**src/pkg/scmi_consts.svh**
```systemverilog
// Register offsets, field positions, reset values and codes for serial mode cfg
`ifndef SCMI_CONSTS_SVH
`define SCMI_CONSTS_SVH
// Byte addresses of the register words
`define SCMI_OFF_MATCH_A    12'h000
`define SCMI_OFF_MATCH_B    12'h004
`define SCMI_OFF_IMODE      12'h008
`define SCMI_OFF_RXMODE     12'h00C
`define SCMI_OFF_CLKSEL     12'h010
`define SCMI_OFF_GENA_CFG   12'h014
`define SCMI_OFF_GENB_CFG   12'h018
`define SCMI_OFF_GENA_LO    12'h01C
`define SCMI_OFF_GENA_HI    12'h020
`define SCMI_OFF_GENB_LO    12'h024
`define SCMI_OFF_GENB_HI    12'h028
`define SCMI_OFF_PINMODE    12'h02C
`define SCMI_OFF_MODEMCTL   12'h030
`define SCMI_OFF_BLK_EN     12'h034
`define SCMI_OFF_RX_EN      12'h038
`define SCMI_OFF_TMR_EN     12'h03C
`define SCMI_OFF_MDM_EN     12'h040
`define SCMI_OFF_SUMMARY    12'h044
`define SCMI_OFF_IRQ_CODE   12'h048
`define SCMI_OFF_FIFO_LOCK  12'h04C
`define SCMI_OFF_CHAR_STAT  12'h050
// Reset values
`define SCMI_RST_BYTE       8'h00
`define SCMI_RST_PINMODE    8'h0F
// Field positions
`define SCMI_B_NETMODE      1
`define SCMI_B_PLL_DIS      2
`define SCMI_B_WIN_SEL      3
`define SCMI_B_START_SEL    4
`define SCMI_B_RX_CLK_MODE_SEL         0
`define SCMI_B_RX_CLK_SRC_SEL         1
`define SCMI_B_TX_CLK_MODE_SEL         2
`define SCMI_B_TX_CLK_SRC_SEL         3
`define SCMI_B_GEN_MODE     0
`define SCMI_B_GENA_SRC     1
`define SCMI_B_P1_DIR       0
`define SCMI_B_P1_FUNC      1
`define SCMI_B_P2_DIR       2
`define SCMI_B_P2_FUNC      3
`define SCMI_B_P3_FUNC      4
`define SCMI_B_P4_FUNC      5
`define SCMI_B_GP1          0
`define SCMI_B_GP0          1
`define SCMI_B_LOCK_SET     0
`define SCMI_B_LOCK_CLR     1
// Character classes
`define SCMI_ASCII_TOP      8'h1F
`define SCMI_ASCII_DEL      8'h7F
`define SCMI_EBCDIC_TOP     8'h3F
// Priority codes
`define SCMI_IC_TIMER       3'h5
`define SCMI_IC_TXM         3'h4
`define SCMI_IC_RXM         3'h3
`define SCMI_IC_RXF         3'h2
`define SCMI_IC_TXF         3'h1
`define SCMI_IC_MODEM       3'h0
// Block bit positions in summary and enable
`define SCMI_BK_TIMER       0
`define SCMI_BK_TXM         1
`define SCMI_BK_MODEM       2
`define SCMI_BK_RXM         3
`define SCMI_BK_TXF         4
`define SCMI_BK_RXF         5
`endif

```
**src/pkg/scmi_pkg.sv**
```systemverilog
// Types for the serial mode and interrupt configuration block
package scmi_pkg;
    typedef enum logic [1:0] {
        SCMI_RC_0, SCMI_RC_1, SCMI_RC_2, SCMI_RC_3
    } scmi_recog_t;
    // One received character from the shifter
    typedef struct packed {
        logic       valid;
        logic       addr_bit;
        logic [7:0] data;
    } scmi_rxchar_t;
    // Receiver sampling, receive clock and transmit clock controls
    typedef struct packed {
        logic pll_enable;
        logic wide_window;
        logic strict_start;
        logic rx_1x;
        logic rx_src_a;
        logic tx_1x;
        logic tx_src_a;
    } scmi_rxctl_t;
    // Rate generator configuration
    typedef struct packed {
        logic        baud_mode;
        logic [1:0]  src;
        logic [15:0] divisor;
    } scmi_gen_t;
endpackage : scmi_pkg

```
**src/logic/scmi_ctrl.sv**
```systemverilog
// Mode, pin and two-level interrupt config of an async serial controller
//
// The register offsets and register access over AHB-Lite were decided locally.
`timescale 1ns/100ps
`include "scmi_consts.svh"

module scmi_ctrl (
    // Clock and reset
    input  wire logic                 hclk,
    input  wire logic                 hresetn,
    // AHB-Lite slave
    input  wire logic                 hsel,
    input  wire logic [11:0]          haddr,
    input  wire logic [1:0]           htrans,
    input  wire logic                 hwrite,
    input  wire logic [2:0]           hsize,
    input  wire logic [31:0]          hwdata,
    input  wire logic                 hready,
    output logic      [31:0]          hrdata,
    output logic                      hreadyout,
    output logic                      hresp,
    // Received character and FIFO gating
    input  wire scmi_pkg::scmi_rxchar_t rx_char,
    output logic                      rx_store,
    output logic                      fifo_locked,
    output logic                      std_char_rcvd_flag,
    output logic                      prog_char_match_flag,
    // Receiver and generator controls
    output scmi_pkg::scmi_rxctl_t     rx_ctl,
    output scmi_pkg::scmi_gen_t       rate_gen_a,
    output scmi_pkg::scmi_gen_t       rate_gen_b,
    // Block status inputs
    input  wire logic [6:0]           rx_status,
    input  wire logic [1:0]           timer_status,
    input  wire logic [3:0]           modem_status,
    input  wire logic                 txm_req,
    input  wire logic                 txf_req,
    input  wire logic                 rxf_req,
    input  wire logic                 gen_a_out,
    input  wire logic                 gen_b_out,
    // Multifunction pins
    input  wire logic                 pin1_in,
    output logic                      pin1_out,
    output logic                      pin1_oe,
    input  wire logic                 pin2_in,
    output logic                      pin2_out,
    output logic                      pin2_oe,
    output logic                      pin4_out,
    output logic                      pin3_is_sclk,
    output logic                      carrier_in,
    output logic                      set_ready_in,
    // Interrupt code
    output logic [2:0]                top_irq_code,
    output logic                      irq_pending
);
    import scmi_pkg::*;

    // Configuration registers
    logic [7:0] match_a_ff, match_b_ff, imode_ff, rxmode_ff, clksel_ff;
    logic [7:0] gena_cfg_ff, genb_cfg_ff, gena_lo_ff, gena_hi_ff;
    logic [7:0] genb_lo_ff, genb_hi_ff, pinmode_ff, mdmctl_ff;
    logic [7:0] blk_en_ff, rx_en_ff, tmr_en_ff, mdm_en_ff;
    logic [7:0] nxt_match_a, nxt_match_b, nxt_imode, nxt_rxmode;
    logic [7:0] nxt_clksel, nxt_gena_cfg, nxt_genb_cfg, nxt_gena_lo;
    logic [7:0] nxt_gena_hi, nxt_genb_lo, nxt_genb_hi, nxt_pinmode;
    logic [7:0] nxt_mdmctl, nxt_blk_en, nxt_rx_en, nxt_tmr_en, nxt_mdm_en;
    // Bus phase capture
    logic        wr_pend_ff, nxt_wr_pend;
    logic [11:0] addr_ff, nxt_addr;
    logic [31:0] hrdata_ff, nxt_hrdata;
    logic        addr_ok;
    // Receive path state
    logic lock_ff, nxt_lock, store_ff, nxt_store;
    logic std_ff, nxt_std, prog_ff, nxt_prog;
    logic [1:0] stat_ff, nxt_stat;
    // Interrupt pipeline
    logic [5:0] summary_ff, nxt_summary;
    logic [5:0] sum_d_ff, nxt_sum_d;
    logic [2:0] code_ff, nxt_code;
    logic       pend_ff, nxt_pend;
    // Pin synchronisers, three stages
    logic [2:0] p1_sync_ff, nxt_p1_sync, p2_sync_ff, nxt_p2_sync;
    logic       p1_lvl_ff, nxt_p1_lvl, p2_lvl_ff, nxt_p2_lvl;
    logic       p1o_ff, nxt_p1o, p1oe_ff, nxt_p1oe;
    logic       p2o_ff, nxt_p2o, p2oe_ff, nxt_p2oe, p4o_ff, nxt_p4o;
    logic       p3_ff, nxt_p3;
    scmi_rxctl_t rxctl_ff, nxt_rxctl;
    scmi_gen_t   gena_ff, nxt_gena, genb_ff, nxt_genb;

    // Standard control set membership, used by the normal mode decode only
    function automatic logic is_std_ctl(input logic [1:0] code,
                                        input logic [7:0] ch);
        unique case (scmi_recog_t'(code))
            SCMI_RC_1: is_std_ctl = (ch <= `SCMI_ASCII_TOP) ||
                                    (ch == `SCMI_ASCII_DEL);
            SCMI_RC_3: is_std_ctl = (ch <= `SCMI_EBCDIC_TOP);
            SCMI_RC_0, SCMI_RC_2: is_std_ctl = 1'b0;
        endcase
    endfunction

    // Address map check, used by writes only
    function automatic logic map_hit(input logic [11:0] a);
        map_hit = (a <= `SCMI_OFF_CHAR_STAT) && (a[1:0] == 2'b00);
    endfunction

    assign addr_ok = hsel && hready && htrans[1];

    // Register writes land in the data phase after the address phase
    always_comb begin
        nxt_wr_pend  = addr_ok && hwrite && map_hit(haddr);
        nxt_addr     = addr_ok ? haddr : addr_ff;
        nxt_match_a  = match_a_ff;
        nxt_match_b  = match_b_ff;
        nxt_imode    = imode_ff;
        nxt_rxmode   = rxmode_ff;
        nxt_clksel   = clksel_ff;
        nxt_gena_cfg = gena_cfg_ff;
        nxt_genb_cfg = genb_cfg_ff;
        nxt_gena_lo  = gena_lo_ff;
        nxt_gena_hi  = gena_hi_ff;
        nxt_genb_lo  = genb_lo_ff;
        nxt_genb_hi  = genb_hi_ff;
        nxt_pinmode  = pinmode_ff;
        nxt_mdmctl   = mdmctl_ff;
        nxt_blk_en   = blk_en_ff;
        nxt_rx_en    = rx_en_ff;
        nxt_tmr_en   = tmr_en_ff;
        nxt_mdm_en   = mdm_en_ff;
        if (wr_pend_ff) begin
            unique case (addr_ff)
                `SCMI_OFF_MATCH_A:  nxt_match_a  = hwdata[7:0];
                `SCMI_OFF_MATCH_B:  nxt_match_b  = hwdata[7:0];
                `SCMI_OFF_IMODE:    nxt_imode    = hwdata[7:0];
                `SCMI_OFF_RXMODE:   nxt_rxmode   = hwdata[7:0];
                `SCMI_OFF_CLKSEL:   nxt_clksel   = hwdata[7:0];
                `SCMI_OFF_GENA_CFG: nxt_gena_cfg = hwdata[7:0];
                `SCMI_OFF_GENB_CFG: nxt_genb_cfg = hwdata[7:0];
                `SCMI_OFF_GENA_LO:  nxt_gena_lo  = hwdata[7:0];
                `SCMI_OFF_GENA_HI:  nxt_gena_hi  = hwdata[7:0];
                `SCMI_OFF_GENB_LO:  nxt_genb_lo  = hwdata[7:0];
                `SCMI_OFF_GENB_HI:  nxt_genb_hi  = hwdata[7:0];
                `SCMI_OFF_PINMODE:  nxt_pinmode  = hwdata[7:0];
                `SCMI_OFF_MODEMCTL: nxt_mdmctl   = hwdata[7:0];
                `SCMI_OFF_BLK_EN:   nxt_blk_en   = hwdata[7:0];
                `SCMI_OFF_RX_EN:    nxt_rx_en    = hwdata[7:0];
                `SCMI_OFF_TMR_EN:   nxt_tmr_en   = hwdata[7:0];
                `SCMI_OFF_MDM_EN:   nxt_mdm_en   = hwdata[7:0];
                default: ;
            endcase
        end
    end

    // Read data computed in the address phase, presented in data phase
    always_comb begin
        nxt_hrdata = hrdata_ff;
        if (addr_ok && !hwrite) begin
            nxt_hrdata = 32'h0000_0000;
            unique case (haddr)
                `SCMI_OFF_MATCH_A:  nxt_hrdata[7:0] = match_a_ff;
                `SCMI_OFF_MATCH_B:  nxt_hrdata[7:0] = match_b_ff;
                `SCMI_OFF_IMODE:    nxt_hrdata[7:0] = imode_ff;
                `SCMI_OFF_RXMODE:   nxt_hrdata[7:0] = rxmode_ff;
                `SCMI_OFF_CLKSEL:   nxt_hrdata[7:0] = clksel_ff;
                `SCMI_OFF_GENA_CFG: nxt_hrdata[7:0] = gena_cfg_ff;
                `SCMI_OFF_GENB_CFG: nxt_hrdata[7:0] = genb_cfg_ff;
                `SCMI_OFF_GENA_LO:  nxt_hrdata[7:0] = gena_lo_ff;
                `SCMI_OFF_GENA_HI:  nxt_hrdata[7:0] = gena_hi_ff;
                `SCMI_OFF_GENB_LO:  nxt_hrdata[7:0] = genb_lo_ff;
                `SCMI_OFF_GENB_HI:  nxt_hrdata[7:0] = genb_hi_ff;
                `SCMI_OFF_PINMODE:  nxt_hrdata[7:0] = pinmode_ff;
                `SCMI_OFF_MODEMCTL: nxt_hrdata[7:0] = mdmctl_ff;
                `SCMI_OFF_BLK_EN:   nxt_hrdata[7:0] = blk_en_ff;
                `SCMI_OFF_RX_EN:    nxt_hrdata[7:0] = rx_en_ff;
                `SCMI_OFF_TMR_EN:   nxt_hrdata[7:0] = tmr_en_ff;
                `SCMI_OFF_MDM_EN:   nxt_hrdata[7:0] = mdm_en_ff;
                `SCMI_OFF_SUMMARY:  nxt_hrdata[5:0] = summary_ff;
                `SCMI_OFF_IRQ_CODE: nxt_hrdata[3:0] = {pend_ff, code_ff};
                `SCMI_OFF_FIFO_LOCK: nxt_hrdata[0]  = lock_ff;
                `SCMI_OFF_CHAR_STAT: nxt_hrdata[1:0] = stat_ff;
                default: ;
            endcase
        end
    end

    // Character recognition and FIFO lock; under codes 01 and 10 software lock writes
    // lose to an address character in the same cycle so no event is lost
    always_comb begin
        logic netm, is_match, is_addr, std_hit;
        logic [1:0] rc;
        netm     = imode_ff[`SCMI_B_NETMODE];
        rc       = rxmode_ff[1:0];
        is_match = (rx_char.data == match_a_ff) ||
                   (rx_char.data == match_b_ff);
        is_addr  = rx_char.valid && rx_char.addr_bit;
        std_hit  = rx_char.valid && is_std_ctl(rc, rx_char.data);
        nxt_lock = lock_ff;
        if (wr_pend_ff && addr_ff == `SCMI_OFF_FIFO_LOCK) begin
            if (hwdata[`SCMI_B_LOCK_SET])
                nxt_lock = 1'b1;
            else if (hwdata[`SCMI_B_LOCK_CLR])
                nxt_lock = 1'b0;
        end
        nxt_std   = 1'b0;
        nxt_prog  = 1'b0;
        nxt_store = 1'b0;
        if (netm) begin
            nxt_std  = is_addr;
            nxt_prog = is_addr && is_match;
            if (is_addr) begin
                unique case (scmi_recog_t'(rc))
                    SCMI_RC_1: nxt_lock = 1'b0;
                    SCMI_RC_2: nxt_lock = !is_match;
                    SCMI_RC_0, SCMI_RC_3: ;
                endcase
            end
            // Address characters always stored in codes 00 and 01
            if (is_addr)
                nxt_store = (rc == 2'b00) || (rc == 2'b01) ||
                            (rc == 2'b10 && is_match);
            else
                nxt_store = rx_char.valid && !lock_ff;
        end else begin
            nxt_std   = std_hit;
            nxt_prog  = rx_char.valid && is_match;
            nxt_store = rx_char.valid;
        end
        nxt_stat = rx_char.valid ? {nxt_prog, nxt_std} : stat_ff; // Held to poll
    end

    // Receiver and generator control decode
    always_comb begin
        nxt_rxctl.pll_enable   = !rxmode_ff[`SCMI_B_PLL_DIS];
        nxt_rxctl.wide_window  = rxmode_ff[`SCMI_B_WIN_SEL];
        nxt_rxctl.strict_start = rxmode_ff[`SCMI_B_START_SEL];
        nxt_rxctl.rx_1x        = clksel_ff[`SCMI_B_RX_CLK_MODE_SEL];
        nxt_rxctl.rx_src_a     = clksel_ff[`SCMI_B_RX_CLK_SRC_SEL];
        nxt_rxctl.tx_1x        = clksel_ff[`SCMI_B_TX_CLK_MODE_SEL];
        nxt_rxctl.tx_src_a     = clksel_ff[`SCMI_B_TX_CLK_SRC_SEL];
        // Timer mode forces system clock source, code 00
        nxt_gena.baud_mode = gena_cfg_ff[`SCMI_B_GEN_MODE];
        nxt_gena.src = gena_cfg_ff[`SCMI_B_GEN_MODE] ?
            {1'b0, gena_cfg_ff[`SCMI_B_GENA_SRC]} : 2'b00;
        nxt_gena.divisor = {gena_hi_ff, gena_lo_ff};
        nxt_genb.baud_mode = genb_cfg_ff[`SCMI_B_GEN_MODE];
        // Reserved source 11 falls back to system clock
        nxt_genb.src = (genb_cfg_ff[`SCMI_B_GEN_MODE] &&
            genb_cfg_ff[2:1] != 2'b11) ? genb_cfg_ff[2:1] : 2'b00;
        nxt_genb.divisor = {genb_hi_ff, genb_lo_ff};
    end

    // Multifunction pins; inputs pass three flops, change on agreement
    always_comb begin
        nxt_p1_sync = {p1_sync_ff[1:0], pin1_in};
        nxt_p2_sync = {p2_sync_ff[1:0], pin2_in};
        nxt_p1_lvl  = (p1_sync_ff[2] == p1_sync_ff[1]) ?
                      p1_sync_ff[2] : p1_lvl_ff;
        nxt_p2_lvl  = (p2_sync_ff[2] == p2_sync_ff[1]) ?
                      p2_sync_ff[2] : p2_lvl_ff;
        nxt_p1oe = !pinmode_ff[`SCMI_B_P1_DIR];
        nxt_p2oe = !pinmode_ff[`SCMI_B_P2_DIR];
        // System clock seen as toggle of a flop, half rate limitation
        nxt_p1o = pinmode_ff[`SCMI_B_P1_FUNC] ?
                  mdmctl_ff[`SCMI_B_GP1] : !p1o_ff;
        nxt_p2o = pinmode_ff[`SCMI_B_P2_FUNC] ?
                  mdmctl_ff[`SCMI_B_GP0] : gen_a_out;
        nxt_p3  = !pinmode_ff[`SCMI_B_P3_FUNC];
        nxt_p4o = pinmode_ff[`SCMI_B_P4_FUNC] ?
                  mdmctl_ff[`SCMI_B_GP0] : gen_b_out;
    end

    // Two-level masking and priority; code trails summary by two edges
    always_comb begin
        nxt_summary[`SCMI_BK_TIMER] = |(timer_status & tmr_en_ff[1:0]);
        nxt_summary[`SCMI_BK_TXM]   = txm_req;
        nxt_summary[`SCMI_BK_MODEM] = |(modem_status & mdm_en_ff[3:0]);
        nxt_summary[`SCMI_BK_RXM]   = |(rx_status & rx_en_ff[6:0]);
        nxt_summary[`SCMI_BK_TXF]   = txf_req;
        nxt_summary[`SCMI_BK_RXF]   = rxf_req;
        nxt_sum_d = summary_ff & blk_en_ff[5:0];
        nxt_pend  = |sum_d_ff;
        if (sum_d_ff[`SCMI_BK_TIMER])      nxt_code = `SCMI_IC_TIMER;
        else if (sum_d_ff[`SCMI_BK_TXM])   nxt_code = `SCMI_IC_TXM;
        else if (sum_d_ff[`SCMI_BK_RXM])   nxt_code = `SCMI_IC_RXM;
        else if (sum_d_ff[`SCMI_BK_RXF])   nxt_code = `SCMI_IC_RXF;
        else if (sum_d_ff[`SCMI_BK_TXF])   nxt_code = `SCMI_IC_TXF;
        else                               nxt_code = `SCMI_IC_MODEM;
    end

    // State registers
    always_ff @(posedge hclk or negedge hresetn) begin
        if (!hresetn) begin
            match_a_ff  <= `SCMI_RST_BYTE;
            match_b_ff  <= `SCMI_RST_BYTE;
            imode_ff    <= `SCMI_RST_BYTE;
            rxmode_ff   <= `SCMI_RST_BYTE;
            clksel_ff   <= `SCMI_RST_BYTE;
            gena_cfg_ff <= `SCMI_RST_BYTE;
            genb_cfg_ff <= `SCMI_RST_BYTE;
            gena_lo_ff  <= `SCMI_RST_BYTE;
            gena_hi_ff  <= `SCMI_RST_BYTE;
            genb_lo_ff  <= `SCMI_RST_BYTE;
            genb_hi_ff  <= `SCMI_RST_BYTE;
            pinmode_ff  <= `SCMI_RST_PINMODE;
            mdmctl_ff   <= `SCMI_RST_BYTE;
            blk_en_ff   <= `SCMI_RST_BYTE;
            rx_en_ff    <= `SCMI_RST_BYTE;
            tmr_en_ff   <= `SCMI_RST_BYTE;
            mdm_en_ff   <= `SCMI_RST_BYTE;
            wr_pend_ff  <= 1'b0;
            addr_ff     <= 12'h000;
            hrdata_ff   <= 32'h0000_0000;
            lock_ff     <= 1'b0;
            store_ff    <= 1'b0;
            std_ff      <= 1'b0;
            prog_ff     <= 1'b0;
            stat_ff     <= 2'h0;
            summary_ff  <= 6'h00;
            sum_d_ff    <= 6'h00;
            code_ff     <= `SCMI_IC_MODEM;
            pend_ff     <= 1'b0;
            p1_sync_ff  <= 3'h0;
            p2_sync_ff  <= 3'h0;
            p1_lvl_ff   <= 1'b0;
            p2_lvl_ff   <= 1'b0;
            p1o_ff      <= 1'b0;
            p1oe_ff     <= 1'b0;
            p2o_ff      <= 1'b0;
            p2oe_ff     <= 1'b0;
            p3_ff       <= 1'b1;
            p4o_ff      <= 1'b0;
            rxctl_ff    <= '{pll_enable: 1'b1, default: 1'b0};
            gena_ff     <= '0;
            genb_ff     <= '0;
        end else begin
            match_a_ff  <= nxt_match_a;
            match_b_ff  <= nxt_match_b;
            imode_ff    <= nxt_imode;
            rxmode_ff   <= nxt_rxmode;
            clksel_ff   <= nxt_clksel;
            gena_cfg_ff <= nxt_gena_cfg;
            genb_cfg_ff <= nxt_genb_cfg;
            gena_lo_ff  <= nxt_gena_lo;
            gena_hi_ff  <= nxt_gena_hi;
            genb_lo_ff  <= nxt_genb_lo;
            genb_hi_ff  <= nxt_genb_hi;
            pinmode_ff  <= nxt_pinmode;
            mdmctl_ff   <= nxt_mdmctl;
            blk_en_ff   <= nxt_blk_en;
            rx_en_ff    <= nxt_rx_en;
            tmr_en_ff   <= nxt_tmr_en;
            mdm_en_ff   <= nxt_mdm_en;
            wr_pend_ff  <= nxt_wr_pend;
            addr_ff     <= nxt_addr;
            hrdata_ff   <= nxt_hrdata;
            lock_ff     <= nxt_lock;
            store_ff    <= nxt_store;
            std_ff      <= nxt_std;
            prog_ff     <= nxt_prog;
            stat_ff     <= nxt_stat;
            summary_ff  <= nxt_summary;
            sum_d_ff    <= nxt_sum_d;
            code_ff     <= nxt_code;
            pend_ff     <= nxt_pend;
            p1_sync_ff  <= nxt_p1_sync;
            p2_sync_ff  <= nxt_p2_sync;
            p1_lvl_ff   <= nxt_p1_lvl;
            p2_lvl_ff   <= nxt_p2_lvl;
            p1o_ff      <= nxt_p1o;
            p1oe_ff     <= nxt_p1oe;
            p2o_ff      <= nxt_p2o;
            p2oe_ff     <= nxt_p2oe;
            p3_ff       <= nxt_p3;
            p4o_ff      <= nxt_p4o;
            rxctl_ff    <= nxt_rxctl;
            gena_ff     <= nxt_gena;
            genb_ff     <= nxt_genb;
        end
    end

    // Outputs straight from flops; zero wait, always OKAY
    assign hrdata               = hrdata_ff;
    assign hreadyout            = 1'b1;
    assign hresp                = 1'b0;
    assign rx_store             = store_ff;
    assign fifo_locked          = lock_ff;
    assign std_char_rcvd_flag   = std_ff;
    assign prog_char_match_flag = prog_ff;
    assign rx_ctl               = rxctl_ff;
    assign rate_gen_a           = gena_ff;
    assign rate_gen_b           = genb_ff;
    assign pin1_out             = p1o_ff;
    assign pin1_oe              = p1oe_ff;
    assign pin2_out             = p2o_ff;
    assign pin2_oe              = p2oe_ff;
    assign pin4_out             = p4o_ff;
    assign pin3_is_sclk         = p3_ff;
    assign carrier_in           = p1_lvl_ff;
    assign set_ready_in         = p2_lvl_ff;
    assign top_irq_code         = code_ff;
    assign irq_pending          = pend_ff;
endmodule // scmi_ctrl

```
**config.mk**
```make
export PLATFORM = sky130hd
export DESIGN_NAME = scmi_ctrl
export DESIGN_NICKNAME = d
export VERILOG_FILES = /design/src/pkg/scmi_pkg.sv /design/src/logic/scmi_ctrl.sv
export VERILOG_INCLUDE_DIRS = /design/src /design/src/pkg
export SDC_FILE = /design/constraint.sdc
export NUM_CORES = 1
export LEC_CHECK = 0
export ABC_AREA = 1
export BUFFER_PORTS_ARGS = -buffer_cell sky130_fd_sc_hd__buf_2
export CAP_MARGIN = 20
export CORE_ASPECT_RATIO = 1.4
export CORE_MARGIN = 1.5
export CORE_UTILIZATION = 50
export DETAILED_ROUTE_END_ITERATION = 8
export HOLD_SLACK_MARGIN = 0.06
export PLACE_DENSITY = 0.72
export RECOVER_POWER = 100
export SKIP_CTS_REPAIR_TIMING = 1
export SYNTH_ARGS = -nofsm -noshare
export SYNTH_HDL_FRONTEND = slang
export SYNTH_SLANG_ARGS = --single-unit
export TNS_END_PERCENT = 5
```
**constraint.sdc**
```tcl
create_clock -name hclk -period 2.1 [get_ports hclk]
set_clock_uncertainty 0.05 [all_clocks]
set_input_delay 0.42 -clock hclk [delete_from_list [all_inputs] [get_ports hclk]]
set_output_delay 0.42 -clock hclk [all_outputs]
set_load 0.01 [all_outputs]
```
==> impl_metrics.csv <==
group,metric,value,unit
finish,multi_input_area,0.00387,mm^2
critical_path,path_buf_inv,0,
routing,antenna_left,0,
finish,regArea,0.00594,mm^2
synthesis,synth_top_area_share,54.8,%
power,p_sw,2.15,mW
power,p_clk_share,44.9,%
critical_path,r2r-start,"addr_ff[1]",
critical_path,arrival,2.23,ns
floorplan,die_w,126,um
floorplan,num_io_pins,179,
critical_path,critPathMaxFanout,16,
routing,drc,9,
finish,finalCoreUtilization,59.3,%
power,p_int,7.33,mW
floorplan,die_area,0.0220,mm^2
floorplan,start_util,51.1,%
grt,first_global_vias,8383,
synthesis,synth-edff-count,0,
synthesis,yosysTopAreaCell,"dfrtp_1",
power,seqPwrFrac,49.5,%
critical_path,critPathMaxStageDelay,0.50,ns
clock_tree,clkLatencyLatePin,0.51,ns
synthesis,synth.area.top_cells,"dfrtp_1 (55%), nand2_1 (11%), nand3_1 (7.1%)",
timing,finalSetupViolCount,0,
clock_tree,clockRootBuffer,"clkbuf_16",
status,failed_checks,"DRC",
clock_tree,cts_tree,"done",
timing,max_freq,518,MHz
finish,diodes,0,
power,ir_drop,496,uV
routing,via_count,8616,
critical_path,worstSetupPathDepth,5,
synthesis,synthDistinctLibCells,41,
grt,busiest_layer,"met2",
critical_path,crit_path_end_kind,"flop",
timing,relSlewSlack,30.9,%
critical_path,reg2reg_depth,5,
synthesis,seq_area_frac_synth,56.3,%
grt,overflow,0,
timing,hold_ws,0.0939,ns
grt,antenna_found_initial,0,
floorplan,core,0.0206,mm^2
synthesis,synth_area_per_cell,8.95,um^2
grt,grt_max_degree,59,
grt,gr-usage-met1,32.0,%
critical_path,worstSetupStartpoint,"addr_ff[1]",
synthesis,synth_cells,1178,
power,pwr-share-comb,5.6,%
finish,nNetsFinal,1437,
critical_path,rr_endpoint,"imode_ff[7]",
synthesis,yosys_register_bits,237,
clock_tree,clkTransAtPathRegs,0.06,ns
finish,syn_to_final_growth,16.0,%
critical_path,r2r_slack,0.17,ns
synthesis,syn_area,0.0105,mm^2
synthesis,synthArstFlopShare,100,%
critical_path,cp_slowest_cell,"nand3_1",
routing,wirelength,27500,um
clock_tree,numCtsBuffers,23,
critical_path,required,2.40,ns
synthesis,yosysWarnings,0,
clock_tree,cts.sinks,237,
timing,worstMarginPinSlew,1.04,ns
routing,routedWlPerCell,17.0,um
placement,hpwl,19600,um
power,powerDensity,775,mW/mm^2
timing,finalCritPeriodShare,91.8,%
routing,drtPass1Iterations,7,
finish,nFillCells,1884,
placement,port_buffers,123,
grt,grt_usage,25.4,%
routing,viasPerCell,5.32,
routing,drtIter0Drc,721,
power,swShare,22.7,%
critical_path,endpoint,"imode_ff[7]",
timing,grt_setup_unrepaired,"false",
floorplan,fp-row-count,62,
placement,finalWeightedCongestion,0.897,
synthesis,synthFlopType,"dfrtp_1",
critical_path,cp_top_family,"simple AND/OR/NAND/NOR gates",
timing,timing_hold_violations_final,0,
finish,drive_gt1_share,14.0,%
job,max_cap_violations,0,
timing,slew_violations,0,
clock_tree,htree_levels,1,
critical_path,crit_type,"flop to flop",
grt,met3_usage,2.73,%
timing,min_period,1.93,ns
hold_path,hold_path.class,"primary input to flop",
grt,grt_pass1_wl,43600,um
power,leakagePower,6.18,nW
grt,met2_usage,44.7,%
critical_path,worst_setup_path_start_kind,"flop",
floorplan,die_h,175,um
critical_path,path_cells,"or2_4 > nor3_2 > nand3_1 > nand2_1 > o21ai_0",
clock_tree,cts_buffer_depth,3,
status,status,"complete, but fails checks",
==> layer usage <==
layer | up-vias | part of all wire [%] | wire length, um
met2 | 311 | 51 | 14000
met3 | 59 | 4.8 | 1310
met4 | 0 | 3.6 | 988
met1 | 4105 | 41 | 11200
li1 | 4141 | - | -
met5 | - | 0 | 0
==> worst min path at each step <==
| stage | startpoint | end | slack, ns | cells after the start |
|---|---|---|---|---|
| after CTS | hresetn | mdm_en_ff[1] | -0.26 | 1 |
| final | gen_a_out | pin2_out | 0.09 | 2 |
| after global routing | gen_a_out | pin2_out | 0.09 | 2 |
| after global placement | hresetn | sum_d_ff[5] | 0.28 | 1 |
| after detailed placement | hresetn | sum_d_ff[2] | 0.28 | 1 |
| after floorplan | hresetn | addr_ff[0] | 0.07 | 0 |
==> metrics by stage <==
step                cell area (um^2)  setup WS, ns  total power, mW  cells  setup TNS (ns)
floorplan                      10600         0.516             5.06   1203               0
global placement               11600        -0.130             5.32   1574          -0.581
detailed placement             11600        -0.140             5.33   1574          -0.703
CTS                            12400         0.172             9.58   1615               0
global route                   12200        0.0536             9.79   1621               0
finish                         12200         0.171             9.48   1621               0
==> synth_stat cells (10+ instances only) <==
cell type  number
nand3_1       150
nor2_1         98
o21ai_2        24
buf_4          31
nand2_1       320
o21ai_1        22
o21ai_0       105
buf_2          19
inv_1          67
dfrtp_1       231
clkbuf_1       10
nand3_2        12
==> cells in the final DEF (no fill, tap or decap), types with 3 or more instances in the layout <==
cell type and instances:
clkbuf_8 4, nand3_1 155, nor2_1 98, o21ai_2 5
clkbuf_1 75, bufinv_16 3, a21oi_1 4, clkbuf_2 8
nor2_4 3, nand3b_1 3, dfrtp_1 231, buf_4 43
o211ai_1 3, nand3_2 6, nand2_1 321, dfstp_1 4
clkbuf_16 23, dlygate4sd3_1 6, nor3_1 3, nor2_2 3
buf_6 3, xnor2_1 7, ha_1 4, inv_1 68
nand4_1 7, o21ai_0 140, o21ai_1 6, or2_2 5
buf_2 53, conb_1 27, clkinv_2 7, mux2_2 8
==> sequential cells by signal, summed over array words and instances, names as in the netlist, 7 cells and up <==
register and cells:
rx_ctl 7, gena_hi_ff 8, imode_ff 8, gena_lo_ff 8
match_a_ff 8, rx_en_ff 8, genb_cfg_ff 8, pinmode_ff 8
mdm_en_ff 8, rxmode_ff 8, hrdata 8, blk_en_ff 8
match_b_ff 8, rate_gen_b 19, genb_hi_ff 8, genb_lo_ff 8
rate_gen_a 18, tmr_en_ff 8, addr_ff 12, clksel_ff 8
gena_cfg_ff 8, mdmctl_ff 8
==> power by group through the flow <==
stage               logic [mW]  registers, mW  clock network (mW)
CTS                      0.558           4.69                4.34
detailed placement       0.557           4.77                   0
global placement         0.546           4.77                   0
floorplan                0.302           4.76                   0
global route             0.597           4.69                4.50
finish                   0.533           4.69                4.26
==> area by class of cell <==
type | count | area share (%)
clock buffer | 30 | 5.25
clock inverter | 11 | 1.13
sequential | 237 | 48.6
tap | 256 | 2.62
inverter | 72 | 2.22
timing repair buffer | 189 | 8.57
multi-input combinational | 826 | 31.7
==> worst reg2reg max path, delay by kind of cell (launching register included) <==
family | cells | cell delay, ns
compound gates | 1 | 0.11
flops | 1 | 0.38
simple gates | 4 | 1.24
==> cells by family after synthesis <==
kind of cell / synth area share (%)
flip-flops: 56.3
XOR/XNOR: 0.582
adder cells (fa/ha/maj): 0.665
other: 0.0712
AO/OA/AOI/OAI: 8.97
buffers and inverters: 6.88
multiplexers: 0.855
AND/OR/NAND/NOR: 25.6
Note: power is estimated with default switching activity, not from simulation.
